==> src/ssfc_pkg.sv <==
// Purpose: Shared constants and types for the serial software flow control
// Assumes: 16-bit register port, 8-bit characters
// Notes: Offsets are word indices on the plain register port
package ssfc_pkg;

   // ----------------------------------------------------------------
   // Register offsets
   // ----------------------------------------------------------------
   localparam logic [3:0] OFF_HANDSHAKE_CONFIG = 4'h0;
   localparam logic [3:0] OFF_LINE_END_FIRST = 4'h1;
   localparam logic [3:0] OFF_LINE_END_SECOND = 4'h2;
   localparam logic [3:0] OFF_READY_CHAR = 4'h3;
   localparam logic [3:0] OFF_NOT_READY_CHAR = 4'h4;
   localparam logic [3:0] OFF_REQUEST_CHAR = 4'h5;
   localparam logic [3:0] OFF_ANSWER_CHAR = 4'h6;
   localparam logic [3:0] OFF_TX_BLOCK_SIZE = 4'h7;
   localparam logic [3:0] OFF_PROMPT_CHAR = 4'h8;
   localparam logic [3:0] OFF_RX_RESERVE_SIZE = 4'h9;
   localparam logic [3:0] OFF_STATUS = 4'hA;

   // ----------------------------------------------------------------
   // Handshake config field positions
   // ----------------------------------------------------------------
   localparam int CFG_PROMPT_LSB = 0;
   localparam int CFG_BLOCK_EN_BIT = 2;
   localparam int CFG_READY_EN_BIT = 3;
   localparam int CFG_HOST_BIT = 4;
   localparam logic [1:0] PROMPT_NONE = 2'h0;
   localparam logic [1:0] PROMPT_DETECT = 2'h1;

   // Status field positions
   localparam int ST_EMPTY_LSB = 0;
   localparam int ST_HOLD_BIT = 8;
   localparam int ST_WAIT_ANSWER_BIT = 9;
   localparam int ST_NOT_READY_SENT_BIT = 10;
   localparam int ST_LINE_OPEN_BIT = 11;
   localparam int ST_NEED_REQUEST_BIT = 12;

   // ----------------------------------------------------------------
   // Reset values
   // ----------------------------------------------------------------
   localparam logic [4:0] RST_HANDSHAKE_CONFIG = 5'h00;
   localparam logic [7:0] RST_LINE_END_FIRST = 8'h0D;
   localparam logic [7:0] RST_LINE_END_SECOND = 8'h0A;
   localparam logic [7:0] RST_READY_CHAR = 8'h11;
   localparam logic [7:0] RST_NOT_READY_CHAR = 8'h13;
   localparam logic [7:0] RST_REQUEST_CHAR = 8'h05;
   localparam logic [7:0] RST_ANSWER_CHAR = 8'h06;
   localparam logic [7:0] RST_TX_BLOCK_SIZE = 8'h50;
   localparam logic [7:0] RST_PROMPT_CHAR = 8'h11;
   localparam logic [7:0] RST_RX_RESERVE_SIZE = 8'h0C;

   // Receive buffer size in bytes
   localparam int RX_DEPTH = 109;

   // Handshake configuration carried as one group
   typedef struct packed {
      logic host;
      logic ready_en;
      logic block_en;
      logic [1:0] prompt;
   } ssfc_cfg_type;

endpackage

==> src/ssfc_rx_buffer.sv <==
// Purpose: Receive buffer with a count of empty bytes
// Assumes: One clock, asynchronous reset copy from the top
// Notes: A push into a full buffer is dropped
`timescale 1ns/1ps
module ssfc_rx_buffer #(
   parameter int DEPTH = ssfc_pkg::RX_DEPTH,
   parameter int WIDTH = 8
) (
   input wire logic clk,
   input wire logic rst_n,
   input wire logic push,
   input wire logic [WIDTH-1:0] push_data,
   output logic out_valid,
   output logic [WIDTH-1:0] out_data,
   input wire logic out_ready,
   output logic [7:0] empty_count
);
   localparam int AW = $clog2(DEPTH);
   localparam int CW = $clog2(DEPTH + 1);

   logic [WIDTH-1:0] mem [DEPTH];
   logic [AW-1:0] wptr_reg;
   logic [AW-1:0] rptr_reg;
   logic [CW-1:0] count_reg;
   wire do_push = push && (count_reg != CW'(DEPTH));
   wire do_pop = out_valid && out_ready;

   function automatic logic [AW-1:0] bump(input logic [AW-1:0] p);
      bump = (p == AW'(DEPTH - 1)) ? '0 : p + AW'(1);
   endfunction

   assign out_valid = (count_reg != '0);
   assign out_data = mem[rptr_reg];
   assign empty_count = 8'(CW'(DEPTH) - count_reg);

   always_ff @(posedge clk) begin
      if (do_push) begin
         mem[wptr_reg] <= push_data;
      end
   end

   always_ff @(posedge clk or negedge rst_n) begin
      if (!rst_n) begin
         wptr_reg <= '0;
         rptr_reg <= '0;
         count_reg <= '0;
      end else begin
         if (do_push) wptr_reg <= bump(wptr_reg);
         if (do_pop) rptr_reg <= bump(rptr_reg);
         count_reg <= count_reg + CW'(do_push) - CW'(do_pop);
      end
   end

   property p_count_bound;
      @(posedge clk) disable iff (!rst_n)
      count_reg <= CW'(DEPTH);
   endproperty
   a_count_bound: assert property (p_count_bound)
      else $error("receive buffer count above depth");
endmodule

==> src/ssfc_core.sv <==
// Purpose: Block and ready/not-ready software flow control on a serial port
// Assumes: Character streams come from logic on ref_clk; no frame format
// Notes: Handshake characters are matched and consumed, never buffered
//
// The implementer's own choices: the placing of the registers and the address-and-strobe port.
`timescale 1ns/1ps

// Summary of operation
// - Writing handshake config releases every transmit hold at once, except a peer not-ready arriving in that same cycle.
// - As host, send block, then request char, then wait for answer.
// - No request character is ever caused by reset or startup.
// - As host, a prompt is never generated, only passed as data.
// - Terminal with prompt 01 halts after end-of-line, then waits for prompt; a config write opens the line.
// - Terminal with prompt 00 sends freely and ignores end-of-line.
// - Terminal answers a request only when empty bytes reach block size.
// - Receive buffer holds 109 bytes; decisions use its empty count.
// - Transmit block size register; zero code means 256.
// - Request and answer codes come from their own registers.
// - Config bit 3 enables ready/not-ready using their registers.
// - Send not-ready when empty bytes fall to reserved size.
// - Send ready after not-ready once buffer is empty; never at reset.
// - After not-ready arrives, transmission stops within three characters.
// - Reserved receive block size held in its own register.
// - Suspended data resumes with the next character, none lost.
// - Bits 3 and 2 both set run both protocols together.
module ssfc_core (
   input wire logic ref_clk,
   input wire logic resetn,
   input wire logic [3:0] reg_addr,
   input wire logic [15:0] reg_wdata,
   input wire logic reg_write,
   input wire logic reg_read,
   output logic [15:0] reg_rdata,
   input wire logic tx_valid,
   input wire logic [7:0] tx_data,
   output logic tx_ready,
   output logic ser_tx_valid,
   output logic [7:0] ser_tx_data,
   input wire logic ser_tx_ready,
   input wire logic ser_rx_valid,
   input wire logic [7:0] ser_rx_data,
   output logic rx_valid,
   output logic [7:0] rx_data,
   input wire logic rx_ready
);
   // ----------------------------------------------------------------
   // Reset release
   // ----------------------------------------------------------------
   logic rst_meta_reg;
   logic rst_n_reg;
   always_ff @(posedge ref_clk or negedge resetn) begin
      if (!resetn) begin
         rst_meta_reg <= 1'b0;
         rst_n_reg <= 1'b0;
      end else begin
         rst_meta_reg <= 1'b1;
         rst_n_reg <= rst_meta_reg;
      end
   end

   // ----------------------------------------------------------------
   // Registers
   // ----------------------------------------------------------------
   ssfc_pkg::ssfc_cfg_type cfg_reg;
   logic [7:0] eol_first_reg;
   logic [7:0] eol_second_reg;
   logic [7:0] ready_char_reg;
   logic [7:0] not_ready_char_reg;
   logic [7:0] request_char_reg;
   logic [7:0] answer_char_reg;
   logic [7:0] tx_block_size_reg;
   logic [7:0] prompt_char_reg;
   logic [7:0] rx_reserve_size_reg;
   logic [15:0] rdata_reg;

   wire wr_cfg = reg_write && reg_addr == ssfc_pkg::OFF_HANDSHAKE_CONFIG;

   function automatic logic wr_hit(input logic [3:0] a, input logic [3:0] o);
      wr_hit = a == o;
   endfunction

   always_ff @(posedge ref_clk or negedge rst_n_reg) begin
      if (!rst_n_reg) begin
         cfg_reg <= ssfc_pkg::RST_HANDSHAKE_CONFIG;
         eol_first_reg <= ssfc_pkg::RST_LINE_END_FIRST;
         eol_second_reg <= ssfc_pkg::RST_LINE_END_SECOND;
         ready_char_reg <= ssfc_pkg::RST_READY_CHAR;
         not_ready_char_reg <= ssfc_pkg::RST_NOT_READY_CHAR;
         request_char_reg <= ssfc_pkg::RST_REQUEST_CHAR;
         answer_char_reg <= ssfc_pkg::RST_ANSWER_CHAR;
         tx_block_size_reg <= ssfc_pkg::RST_TX_BLOCK_SIZE;
         prompt_char_reg <= ssfc_pkg::RST_PROMPT_CHAR;
         rx_reserve_size_reg <= ssfc_pkg::RST_RX_RESERVE_SIZE;
      end else if (reg_write) begin
         if (wr_cfg) cfg_reg <= reg_wdata[4:0];
         if (wr_hit(reg_addr, ssfc_pkg::OFF_LINE_END_FIRST))
            eol_first_reg <= reg_wdata[7:0];
         if (wr_hit(reg_addr, ssfc_pkg::OFF_LINE_END_SECOND))
            eol_second_reg <= reg_wdata[7:0];
         if (wr_hit(reg_addr, ssfc_pkg::OFF_READY_CHAR))
            ready_char_reg <= reg_wdata[7:0];
         if (wr_hit(reg_addr, ssfc_pkg::OFF_NOT_READY_CHAR))
            not_ready_char_reg <= reg_wdata[7:0];
         if (wr_hit(reg_addr, ssfc_pkg::OFF_REQUEST_CHAR))
            request_char_reg <= reg_wdata[7:0];
         if (wr_hit(reg_addr, ssfc_pkg::OFF_ANSWER_CHAR))
            answer_char_reg <= reg_wdata[7:0];
         if (wr_hit(reg_addr, ssfc_pkg::OFF_TX_BLOCK_SIZE))
            tx_block_size_reg <= reg_wdata[7:0];
         if (wr_hit(reg_addr, ssfc_pkg::OFF_PROMPT_CHAR))
            prompt_char_reg <= reg_wdata[7:0];
         if (wr_hit(reg_addr, ssfc_pkg::OFF_RX_RESERVE_SIZE))
            rx_reserve_size_reg <= reg_wdata[7:0];
      end
   end

   // ----------------------------------------------------------------
   // Receive path
   // ----------------------------------------------------------------
   logic [7:0] empty_cnt;
   wire rnr_on = cfg_reg.ready_en;
   wire blk_on = cfg_reg.block_en;
   wire is_host = blk_on && cfg_reg.host;
   wire is_term = blk_on && !cfg_reg.host;
   wire prompt_on = is_term && cfg_reg.prompt == ssfc_pkg::PROMPT_DETECT;
   wire rx_nr = ser_rx_valid && rnr_on && ser_rx_data == not_ready_char_reg;
   wire rx_rdy = ser_rx_valid && rnr_on && ser_rx_data == ready_char_reg;
   wire rx_ans = ser_rx_valid && is_host && ser_rx_data == answer_char_reg;
   wire rx_req = ser_rx_valid && is_term && ser_rx_data == request_char_reg;
   wire rx_prm = ser_rx_valid && prompt_on && ser_rx_data == prompt_char_reg;
   wire rx_ctl = rx_nr || rx_rdy || rx_ans || rx_req || rx_prm;
   wire rx_push = ser_rx_valid && !rx_ctl;

   ssfc_rx_buffer #(
      .DEPTH(ssfc_pkg::RX_DEPTH),
      .WIDTH(8)
   ) u_rx_buffer (
      .clk(ref_clk),
      .rst_n(rst_n_reg),
      .push(rx_push),
      .push_data(ser_rx_data),
      .out_valid(rx_valid),
      .out_data(rx_data),
      .out_ready(rx_ready),
      .empty_count(empty_cnt)
   );

   // ----------------------------------------------------------------
   // Transmit control
   // ----------------------------------------------------------------
   logic hold_reg;
   logic wait_answer_reg;
   logic need_request_reg;
   logic answer_pending_reg;
   logic line_open_reg;
   logic not_ready_sent_reg;
   logic [8:0] sent_cnt_reg;
   logic [7:0] prev_char_reg;
   logic out_valid_reg;
   logic [7:0] out_data_reg;

   function automatic logic [8:0] blk_len(input logic [7:0] code);
      blk_len = (code == 8'h00) ? 9'h100 : {1'b0, code};
   endfunction

   wire [8:0] blk = blk_len(tx_block_size_reg);
   wire slot = !out_valid_reg || ser_tx_ready;
   wire full_empty = empty_cnt == 8'(ssfc_pkg::RX_DEPTH);
   wire send_nr = rnr_on && !not_ready_sent_reg
      && {1'b0, empty_cnt} <= {1'b0, rx_reserve_size_reg};
   wire send_rdy = rnr_on && not_ready_sent_reg && full_empty;
   wire send_ans = is_term && answer_pending_reg
      && {1'b0, empty_cnt} >= blk;
   wire send_req = is_host && need_request_reg;
   wire ctl_any = send_nr || send_rdy || send_ans || send_req;
   wire data_ok = !(rnr_on && hold_reg)
      && !(is_host && (wait_answer_reg || need_request_reg))
      && !(prompt_on && !line_open_reg);
   wire ctl_fire = slot && ctl_any;
   wire data_fire = slot && !ctl_any && data_ok && tx_valid;
   wire [7:0] ctl_char = send_nr ? not_ready_char_reg :
      send_rdy ? ready_char_reg :
      send_ans ? answer_char_reg : request_char_reg;
   wire block_done = is_host && (sent_cnt_reg + 9'h001 == blk);
   wire eol_hit = (eol_second_reg == 8'h00) ? tx_data == eol_first_reg :
      (tx_data == eol_second_reg && prev_char_reg == eol_first_reg);

   // Upstream is popped only when a character is loaded, so a stop
   // leaves the next character waiting at the source
   assign tx_ready = data_fire;
   assign ser_tx_valid = out_valid_reg;
   assign ser_tx_data = out_data_reg;

   always_ff @(posedge ref_clk or negedge rst_n_reg) begin
      if (!rst_n_reg) begin
         out_valid_reg <= 1'b0;
         out_data_reg <= 8'h00;
         prev_char_reg <= 8'h00;
      end else if (slot) begin
         out_valid_reg <= ctl_fire || data_fire;
         out_data_reg <= ctl_fire ? ctl_char : tx_data;
         if (data_fire) prev_char_reg <= tx_data;
      end
   end

   // Peer not-ready hold; an arrival beats a clear in the same cycle
   always_ff @(posedge ref_clk or negedge rst_n_reg) begin
      if (!rst_n_reg) begin
         hold_reg <= 1'b0;
      end else if (rx_nr) begin
         hold_reg <= 1'b1;
      end else if (rx_rdy || wr_cfg) begin
         hold_reg <= 1'b0;
      end
   end

   // Host block sequencing
   always_ff @(posedge ref_clk or negedge rst_n_reg) begin
      if (!rst_n_reg) begin
         sent_cnt_reg <= 9'h000;
         need_request_reg <= 1'b0;
         wait_answer_reg <= 1'b0;
      end else if (wr_cfg) begin
         sent_cnt_reg <= 9'h000;
         need_request_reg <= 1'b0;
         wait_answer_reg <= 1'b0;
      end else begin
         if (data_fire && is_host) begin
            sent_cnt_reg <= block_done ? 9'h000 : sent_cnt_reg + 9'h001;
         end
         if (data_fire && block_done) begin
            need_request_reg <= 1'b1;
         end else if (ctl_fire && !send_nr && !send_rdy && !send_ans) begin
            need_request_reg <= 1'b0;
         end
         if (ctl_fire && !send_nr && !send_rdy && !send_ans && send_req) begin
            wait_answer_reg <= 1'b1;
         end else if (rx_ans) begin
            wait_answer_reg <= 1'b0;
         end
      end
   end

   // Terminal answer and prompt line gating
   always_ff @(posedge ref_clk or negedge rst_n_reg) begin
      if (!rst_n_reg) begin
         answer_pending_reg <= 1'b0;
         line_open_reg <= 1'b0;
      end else begin
         if (rx_req) begin
            answer_pending_reg <= 1'b1;
         end else if (ctl_fire && !send_nr && !send_rdy && send_ans) begin
            answer_pending_reg <= 1'b0;
         end
         if (rx_prm || wr_cfg) begin
            line_open_reg <= 1'b1;
         end else if (data_fire && prompt_on && eol_hit) begin
            line_open_reg <= 1'b0;
         end
      end
   end

   // Own not-ready / ready emission
   always_ff @(posedge ref_clk or negedge rst_n_reg) begin
      if (!rst_n_reg) begin
         not_ready_sent_reg <= 1'b0;
      end else if (!rnr_on) begin
         not_ready_sent_reg <= 1'b0;
      end else if (ctl_fire && send_nr) begin
         not_ready_sent_reg <= 1'b1;
      end else if (ctl_fire && send_rdy) begin
         not_ready_sent_reg <= 1'b0;
      end
   end

   // ----------------------------------------------------------------
   // Register read
   // ----------------------------------------------------------------
   logic [15:0] status_word;
   logic [15:0] rd_mux;
   always_comb begin
      status_word = 16'h0000;
      status_word[ssfc_pkg::ST_EMPTY_LSB +: 8] = empty_cnt;
      status_word[ssfc_pkg::ST_HOLD_BIT] = hold_reg;
      status_word[ssfc_pkg::ST_WAIT_ANSWER_BIT] = wait_answer_reg;
      status_word[ssfc_pkg::ST_NOT_READY_SENT_BIT] = not_ready_sent_reg;
      status_word[ssfc_pkg::ST_LINE_OPEN_BIT] = line_open_reg;
      status_word[ssfc_pkg::ST_NEED_REQUEST_BIT] = need_request_reg;
      unique case (reg_addr)
         ssfc_pkg::OFF_HANDSHAKE_CONFIG: rd_mux = {11'h000, cfg_reg};
         ssfc_pkg::OFF_LINE_END_FIRST: rd_mux = {8'h00, eol_first_reg};
         ssfc_pkg::OFF_LINE_END_SECOND: rd_mux = {8'h00, eol_second_reg};
         ssfc_pkg::OFF_READY_CHAR: rd_mux = {8'h00, ready_char_reg};
         ssfc_pkg::OFF_NOT_READY_CHAR: rd_mux = {8'h00, not_ready_char_reg};
         ssfc_pkg::OFF_REQUEST_CHAR: rd_mux = {8'h00, request_char_reg};
         ssfc_pkg::OFF_ANSWER_CHAR: rd_mux = {8'h00, answer_char_reg};
         ssfc_pkg::OFF_TX_BLOCK_SIZE: rd_mux = {8'h00, tx_block_size_reg};
         ssfc_pkg::OFF_PROMPT_CHAR: rd_mux = {8'h00, prompt_char_reg};
         ssfc_pkg::OFF_RX_RESERVE_SIZE: rd_mux = {8'h00, rx_reserve_size_reg};
         ssfc_pkg::OFF_STATUS: rd_mux = status_word;
         default: rd_mux = 16'h0000;
      endcase
   end

   always_ff @(posedge ref_clk or negedge rst_n_reg) begin
      if (!rst_n_reg) begin
         rdata_reg <= 16'h0000;
      end else begin
         rdata_reg <= reg_read ? rd_mux : 16'h0000;
      end
   end
   assign reg_rdata = rdata_reg;

   // ----------------------------------------------------------------
   // Checks
   // ----------------------------------------------------------------
   property p_cfg_release;
      @(posedge ref_clk) disable iff (!rst_n_reg)
      wr_cfg && !rx_nr |=> !hold_reg && !wait_answer_reg && !need_request_reg;
   endproperty
   a_cfg_release: assert property (p_cfg_release)
      else $error("config write did not release transmit holds");

   property p_block_wait;
      @(posedge ref_clk) disable iff (!rst_n_reg)
      is_host && wait_answer_reg |-> !data_fire;
   endproperty
   a_block_wait: assert property (p_block_wait)
      else $error("host sent data while waiting for answer");

   property p_request_cause;
      @(posedge ref_clk) disable iff (!rst_n_reg)
      $rose(wait_answer_reg) |-> $past(need_request_reg)
         && out_data_reg == request_char_reg;
   endproperty
   a_request_cause: assert property (p_request_cause)
      else $error("request sent without a completed block");

   property p_line_halt;
      @(posedge ref_clk) disable iff (!rst_n_reg)
      data_fire && prompt_on && eol_hit && !rx_prm && !wr_cfg
         |=> !line_open_reg ##1 !data_fire || line_open_reg;
   endproperty
   a_line_halt: assert property (p_line_halt)
      else $error("terminal kept sending after end of line");

   property p_answer_room;
      @(posedge ref_clk) disable iff (!rst_n_reg)
      ctl_fire && ctl_char == answer_char_reg && send_ans
         && !send_nr && !send_rdy |-> {1'b0, empty_cnt} >= blk;
   endproperty
   a_answer_room: assert property (p_answer_room)
      else $error("answer sent without enough buffer room");

   property p_not_ready_level;
      @(posedge ref_clk) disable iff (!rst_n_reg)
      $rose(not_ready_sent_reg) |->
         $past(empty_cnt) <= $past(rx_reserve_size_reg);
   endproperty
   a_not_ready_level: assert property (p_not_ready_level)
      else $error("not-ready sent above reserved level");

   property p_ready_empty;
      @(posedge ref_clk) disable iff (!rst_n_reg)
      $fell(not_ready_sent_reg) && $past(rnr_on) |->
         $past(full_empty) && out_data_reg == ready_char_reg;
   endproperty
   a_ready_empty: assert property (p_ready_empty)
      else $error("ready sent before buffer emptied");

   property p_hold_stop;
      @(posedge ref_clk) disable iff (!rst_n_reg)
      rx_nr && !wr_cfg |=> !data_fire [*2];
   endproperty
   a_hold_stop: assert property (p_hold_stop)
      else $error("data loaded after not-ready arrived");
endmodule

==> config.mk <==
export PLATFORM = sky130hd
export DESIGN_NAME = ssfc_core
export DESIGN_NICKNAME = d
export VERILOG_FILES = /design/src/ssfc_pkg.sv /design/src/ssfc_rx_buffer.sv /design/src/ssfc_core.sv
export SDC_FILE = /design/constraint.sdc
export NUM_CORES = 1
export LEC_CHECK = 0
export BUFFER_PORTS_ARGS = -buffer_cell sky130_fd_sc_hd__buf_2
export CAP_MARGIN = 5
export CORE_MARGIN = 2
export CORE_UTILIZATION = 50
export CTS_BUF_LIST = sky130_fd_sc_hd__clkbuf_2
export DETAILED_ROUTE_END_ITERATION = 16
export HOLD_SLACK_MARGIN = 0.05
export PLACE_DENSITY = 0.66
export SLEW_MARGIN = 20
export SYNTH_ARGS = -nofsm -noshare
export SYNTH_HDL_FRONTEND = slang
export SYNTH_HIERARCHICAL = 1
export SYNTH_SLANG_ARGS = --single-unit
export TNS_END_PERCENT = 5
==> constraint.sdc <==
create_clock -name ref_clk -period 5 [get_ports ref_clk]
set_input_delay 0.75 -clock ref_clk [delete_from_list [all_inputs] [get_ports ref_clk]]
set_output_delay 0.75 -clock ref_clk [all_outputs]
set_load 0.02 [all_outputs]
==> results of run 1 <==
## area by class of cell
type                    count  area (sq um)  area share (%)
repair buffers            281          2820            5.74
flip-flops and latches   1017         29900            60.9
inverters                  37           150           0.306
diodes                      7          17.5          0.0357
clock inverters            85           428           0.872
well taps                1144          1430            2.92
clock buffers             370          1850            3.77
multi-input cells        1314         12500            25.5
## power by group through the flow
| stage | combinational, mW | sequential, mW | clock [mW] |
|---|---|---|---|
| after detailed placement | 7.69 | 10.6 | 0 |
| final | 9.80 | 10.4 | 5.42 |
| after global routing | 10.3 | 10.4 | 5.99 |
| after global placement | 7.58 | 10.6 | 0 |
| after CTS | 9.43 | 10.3 | 5.55 |
| after floorplan | 5.41 | 10.2 | 0 |
## metal layers
layer  vias up  track usage, %  share of wire [%]  routed length (um)
met3       213            5.39                8.8               10300
met2      1368            42.9                 48               56500
li1      10856               -                  -                   -
met1     13225            38.1                 40               47300
met5         -               0                  0                   0
met4         0            10.1                3.0                3520
## synthesized netlist by cell type, types with 32 or more instances
cell        n
clkbuf_1   69
mux2_2     75
xnor2_1    57
o21ai_0    53
a21oi_1    52
inv_1      35
nand3_1    32
dfrtp_1   125
xor2_1     39
edfxtp_1  872
ha_1       38
nand2_1   149
mux2i_1   100
mux4_2    191
nor2_1    174
## cells by family (layout without fill, tap and decap cells)
logic type	count (synthesis)	after routing	share of synthesized area [%]
flops	1017	1017	69.8
simple gates	511	511	5.57
mux	374	374	14.7
compound gates	290	290	4.64
buf+inv	182	773	2.23
xor+xnor	96	96	1.97
fa+ha+maj	39	39	1.16
other cells	2	11	0.0176
## stage by stage
stage	util, %	setup TNS, ns	total power, mW	hold WS (ns)
after global routing	57.7	-1.47	26.7	0.0812
after floorplan	-	0	15.6	0.331
after global placement	52.2	0	18.2	0.335
after detailed placement	52.2	0	18.3	0.335
after CTS	57.3	-1.29	25.3	0.0522
final	57.7	-0.196	25.6	0.193
## timing repair
item                                    CTS  global route
endpoints found under the setup margin    9             9
pin swaps                                20            21
cloned                                   12             0
endpoints found under the hold margin   429             0
hold buffers                             71             0
resized for setup                       118            38
buffers inserted                         46             9
## worst register-to-register path, cell delays in order, from the launching register on
cell      delay (ns)
dfrtp_1         0.45
and2b_1         0.29
nand3b_1        0.32
nor4_1          0.11
nand4_1         0.12
nand2_1         0.06
nor4_1          0.50
and2_1          0.24
inv_1           0.10
nor2_1          0.28
nand3_1         0.35
buf_4           0.35
nor2_1          0.64
## placed cells by master (no fill, tap or decap), types with 19 or more instances in the layout
cell             n
xor2_1          39
mux2_2          75
buf_2           53
o22ai_1         26
dfrtp_1        113
clkinv_1        59
mux4_2         191
ha_1            34
o21ai_0         51
inv_1           33
nor2b_1         19
nand4_1         25
nand3_1         32
xnor2_1         54
nand2_1        144
dfstp_2         20
dlygate4sd3_1   71
buf_4          109
a22oi_1         21
a21oi_1         47
clkbuf_2       370
mux2i_1         96
nor2_1         169
edfxtp_1       872
## worst paths after layout
path                                          startpoint                       to  depth (start not counted)
worst min-delay path                           rst_n_reg      request_char_reg[4]                          0
worst max register to register                cfg_reg[4]  u_rx_buffer/mem[102][1]                         12
min in group ref_clk                      ser_rx_data[0]   u_rx_buffer/mem[38][0]                          2
worst min register to register                 rst_n_reg      request_char_reg[4]                          0
max in group asynchronous                      rst_n_reg          sent_cnt_reg[8]                          1
worst max-delay path            u_rx_buffer/count_reg[2]                 tx_ready                         13
==> impl_metrics.toml, run 1 <==
[detailed_routing]
vias_per_cell = 6.03
drt_wl_total_mm = 118
first_iter_violations = 3016
drc = 0
vias = 25662
avgRoutedWirePerCell_um = 27.7
dr.pass1.iters = 6
ant_nets = 0

[sta]
tightest_slew_ns = 1.09
maxSlewViolCount = 0
maxSlewHeadroom_pct = 27.2
hold_violations = 0
fmax_mhz = 196
fin_crit_sh_pct = 102
finalCriticalPeriod_ns = 5.10
rsz0062_at_grt = "yes"
fin_skew_ns = 0.145
setup_ws_ns = -0.103
setup_viol = 5

[worst_setup_path]
worst_ep_arrival_time_ns = 4.35
path_cells = "buf_4, ha_1, inv_1, a21oi_2, xnor2_2, ha_1, nand4_1, nor2_1, a211o_1, a31oi_4, nor4b_4, buf_4, buf_6"
critPathKind = "flip-flop to output port"
cp-start-kind = "flip-flop"
slowest_delay_ns = 0.45
critical_path_buf_inv_count = 4
crit_path_top_delay_cell = "dfrtp_2"
path_max_fanout = 4
crit_required_ns = 4.25
critPathTopFamily = "compound AO/OA/AOI/OAI gates"
cp-end-kind = "output port"
regToRegSetupSlack_ns = 0.75

[logic_synthesis]
yosysTopAreaCellShare_pct = 61.2
ys_seq_elements = 1017
synth_top_area_cell = "edfxtp_1"
syn_area_per_cell_sq_um = 17.0
syn_area_sq_mm = 0.0428
synthTopCellsByArea = "edfxtp_1 (61%), mux4_2 (10%), dfrtp_1 (7.3%), mux2i_1 (2.3%), mux2_2 (2.0%)"
synth_warnings = 6
synth_cells = 2511
yosysSeqAreaShare_pct = 69.8
synth_edf_count = 872
yosysUniqueCellTypes = 75
async_flop_share_pct = 14.3
synth_ff_type = "edfxtp_1"

[placed_design]
dp_cells = 3654
dpl_cell_area_sq_mm = 0.0444
io_buffers = 67
place_ws_ns = 0.641
dp_hpwl_mm = 70.9
finalWeightedCongestion = 0.910

[power_and_ir_drop]
p_leak_nw = 17.2
pwr-share-comb_pct = 38.3
pwr-share-seq_pct = 40.5
p_sw_share_pct = 36.5
vdd.ir_drop.worst_v = 0.000256
pwr_density_cell_mw_per_mm2 = 522
internal-power_mw = 16.3
power_switching_mw = 9.34
pwr-share-clk_pct = 21.2

[clock_tree]
clock_sinks = 1017
cts.path.max_buffers = 3
cts_root_buffer = "clkbuf_2"
cts_buffers = 240
path_clk_slew_ns = 0.11
clk_latency_ns = 1.61
cts_tree = "built"
cts_htree_levels = 4

[floorplan]
row_count = 107
start_util_pct = 50.3
dieArea_sq_mm = 0.0879
fp.dieH_um = 296
num_io_pins = 79
dieWidth_um = 296
core_area_sq_mm = 0.0850

[global_route]
grt_max_degree = 101
grt_usage_pct = 27.3
antenna_found_initial = 3
grt_first_pass_wirelength_mm = 172
grt_pass1_vias = 25846
grt_overflow = 0

[worst_hold_path]
hp-class = "flip-flop to asynchronous set/reset pin"

[finish]
fin_area_sq_mm = 0.0491
nNetsFinal = 2974
drive_above_1_share_pct = 32.5
largest_register_ffs = 872
area_delta_synth_final_pct = 14.7
fillers = 6557
fin_cells = 4255

[run]
cap_violations = 0

[status]
status = "complete, but fails checks"
violations = "negative setup slack"
Power figures use the tool's default switching activity.
==> inputs of run 2 (changes only) <==
--- a/config.mk
+++ b/config.mk
@@ -13,6 +13,7 @@
 export DETAILED_ROUTE_END_ITERATION = 16
 export HOLD_SLACK_MARGIN = 0.05
 export PLACE_DENSITY = 0.66
+export SKIP_LAST_GASP = 1
 export SLEW_MARGIN = 20
 export SYNTH_ARGS = -nofsm -noshare
 export SYNTH_HDL_FRONTEND = slang
==> impl_metrics.toml, run 2 (same netlist as run 1, synthesis figures left out) <==
[power_and_ir_drop]
pwr-share-clk_pct = 21.3
pwr-share-comb_pct = 38.0
pwr_density_cell_mw_per_mm2 = 521
pwr-share-seq_pct = 40.7
power_switching_mw = 9.31
vdd.ir_drop.worst_v = 0.000257
internal-power_mw = 16.2
p_leak_nw = 17.2
p_sw_share_pct = 36.5

[detailed_routing]
ant_nets = 0
vias_per_cell = 6.06
drc = 0
vias = 25789
avgRoutedWirePerCell_um = 27.6
dr.pass1.iters = 5
drt_wl_total_mm = 118
first_iter_violations = 2950

[sta]
fin_crit_sh_pct = 103
setup_viol = 7
rsz0062_at_grt = "yes"
fin_setup_tns_ns = -0.413
hold_violations = 0
hold_slack_ns = 0.176
fin_skew_ns = 0.151
tightest_slew_ns = 1.26
maxSlewHeadroom_pct = 15.9
maxSlewViolCount = 0
setup_ws_ns = -0.136
finalCriticalPeriod_ns = 5.14
fmax_mhz = 195

[clock_tree]
clk_latency_ns = 1.64
clock_sinks = 1017
cts_root_buffer = "clkbuf_2"
cts.path.max_buffers = 3
path_clk_slew_ns = 0.10
cts_htree_levels = 4
cts_tree = "built"
cts_buffers = 240

[worst_setup_path]
cp-start-kind = "flip-flop"
r2r-start = "cfg_reg[4]"
slowest_delay_ns = 0.46
crit_path_top_delay_cell = "dfrtp_2"
regToRegSetupSlack_ns = 0.72
r2r_end = "u_rx_buffer/mem[102][1]"
cp-end-kind = "output port"
worst_ep_arrival_time_ns = 4.39
path_cells = "buf_4, ha_1, inv_1, a21oi_2, xnor2_2, ha_1, nand4_1, nor2_1, a211o_1, a31oi_4, nor4b_4, buf_4, buf_6"
critPathKind = "flip-flop to output port"
path_max_fanout = 4
crit_required_ns = 4.25
reg2reg_depth = 12

[worst_hold_path]
hp-class = "input pin to flip-flop"
whs_endpoint = "u_rx_buffer/mem[38][0]"
hold_depth = 2
hp-start = "ser_rx_data[0]"

[global_route]
grt_pass1_vias = 25841
grt_usage_pct = 27.3
antenna_found_initial = 3
grt_first_pass_wirelength_mm = 172
grt_max_degree = 101
grt_overflow = 0

[finish]
post-route-util_pct = 57.6
drive_above_1_share_pct = 32.2
final_common_cell = "edfxtp_1"
final_cell_mix = "edfxtp_1 (872), clkbuf_2 (370), mux4_2 (191)"
largest_register_ffs = 872
area_delta_synth_final_pct = 14.5
nNetsFinal = 2976

[floorplan]
row_count = 107
start_util_pct = 50.3
dieWidth_um = 296
core_area_sq_mm = 0.0850
dieArea_sq_mm = 0.0879
fp.dieH_um = 296
num_io_pins = 79

[placed_design]
io_buffers = 67
finalWeightedCongestion = 0.910
place_ws_ns = 0.641
dp_hpwl_mm = 70.9

[status]
violations = "negative setup slack"
status = "complete, but fails checks"

[run]
cap_violations = 0
[run 2: cell types whose count changed in the layout (fill, tap and decap cells not counted), moves of 2 or more]
cell,before,now
buf_12,16,13
o22ai_2,3,1
buf_4,109,114
o22ai_1,26,28
[run 2: routing by layer]
metal | vias up | global-route usage, % | share of wire, %
li1 | 10839 | - | -
met1 | 13353 | 38.2 | 40
met2 | 1385 | 42.9 | 48
met3 | 212 | 5.47 | 8.7
met4 | 0 | 9.99 | 3.0
met5 | - | 0 | 0
[run 2: final cells by class]
| cell class | count | area (sq um) |
|---|---|---|
| fill | 6584 | 36100 |
| sequential | 1017 | 29900 |
| multi-input combinational | 1314 | 12400 |
| timing repair buffer | 283 | 2790 |
| clock buffer | 370 | 1850 |
| tap | 1144 | 1430 |
| clock inverter | 85 | 428 |
| inverter | 37 | 148 |
| antenna | 7 | 17.5 |
[run 2: stage by stage]
step           cell area (sq um)  std cells  power [mW]
2_1_floorplan              42800       2513        15.6
3_3_place_gp               44400       3654        18.2
3_5_place_dp               44400       3654        18.3
4_1_cts                    48700       4238        25.3
5_1_grt                    48900       4255        26.6
6_report                   49000       4257        25.5
[run 2: worst max-delay path, delay by kind of cell, from the launching register on]
kind,cells,cell delay (ns)
AO/OA/AOI/OAI,3,0.56
XOR/XNOR,1,0.32
adder cells (fa/ha/maj),2,0.52
buffers and inverters,4,0.52
flip-flops,1,0.46
AND/OR/NAND/NOR,3,0.43
[run 2: what timing repair did]
| item | in CTS | in global routing |
|---|---|---|
| setup endpoints to repair | 9 | 9 |
| pin swaps | 19 | 20 |
| endpoints found under the hold margin | 429 | 0 |
| resized for setup | 111 | 24 |
| cloned | 12 | 0 |
| hold buffers | 71 | 0 |
| setup buffers | 46 | 12 |
[run 2: power by group through the flow]
| stage | combinational [mW] | sequential [mW] | clock [mW] |
|---|---|---|---|
| after floorplan | 5.41 | 10.2 | 0 |
| after global placement | 7.58 | 10.6 | 0 |
| after detailed placement | 7.69 | 10.6 | 0 |
| after CTS | 9.39 | 10.3 | 5.55 |
| after global routing | 10.2 | 10.4 | 6.00 |
| final | 9.70 | 10.4 | 5.43 |
[run 2: worst max path at each step]
| stage | start | end | cells after the start | slack, ns |
|---|---|---|---|---|
| 2_1_floorplan | rst_n_reg | answer_char_reg[0] | 0 | 0.70 |
| 3_3_place_gp | ser_rx_data[7] | u_rx_buffer/count_reg[6] | 18 | 0.75 |
| 3_5_place_dp | ser_rx_data[7] | u_rx_buffer/mem[78][0] | 12 | 0.64 |
| 4_1_cts | u_rx_buffer/rptr_reg[0] | rx_data[0] | 8 | -0.17 |
| 5_1_grt | u_rx_buffer/count_reg[2] | tx_ready | 13 | -0.32 |
| 6_report | u_rx_buffer/count_reg[2] | tx_ready | 13 | -0.14 |
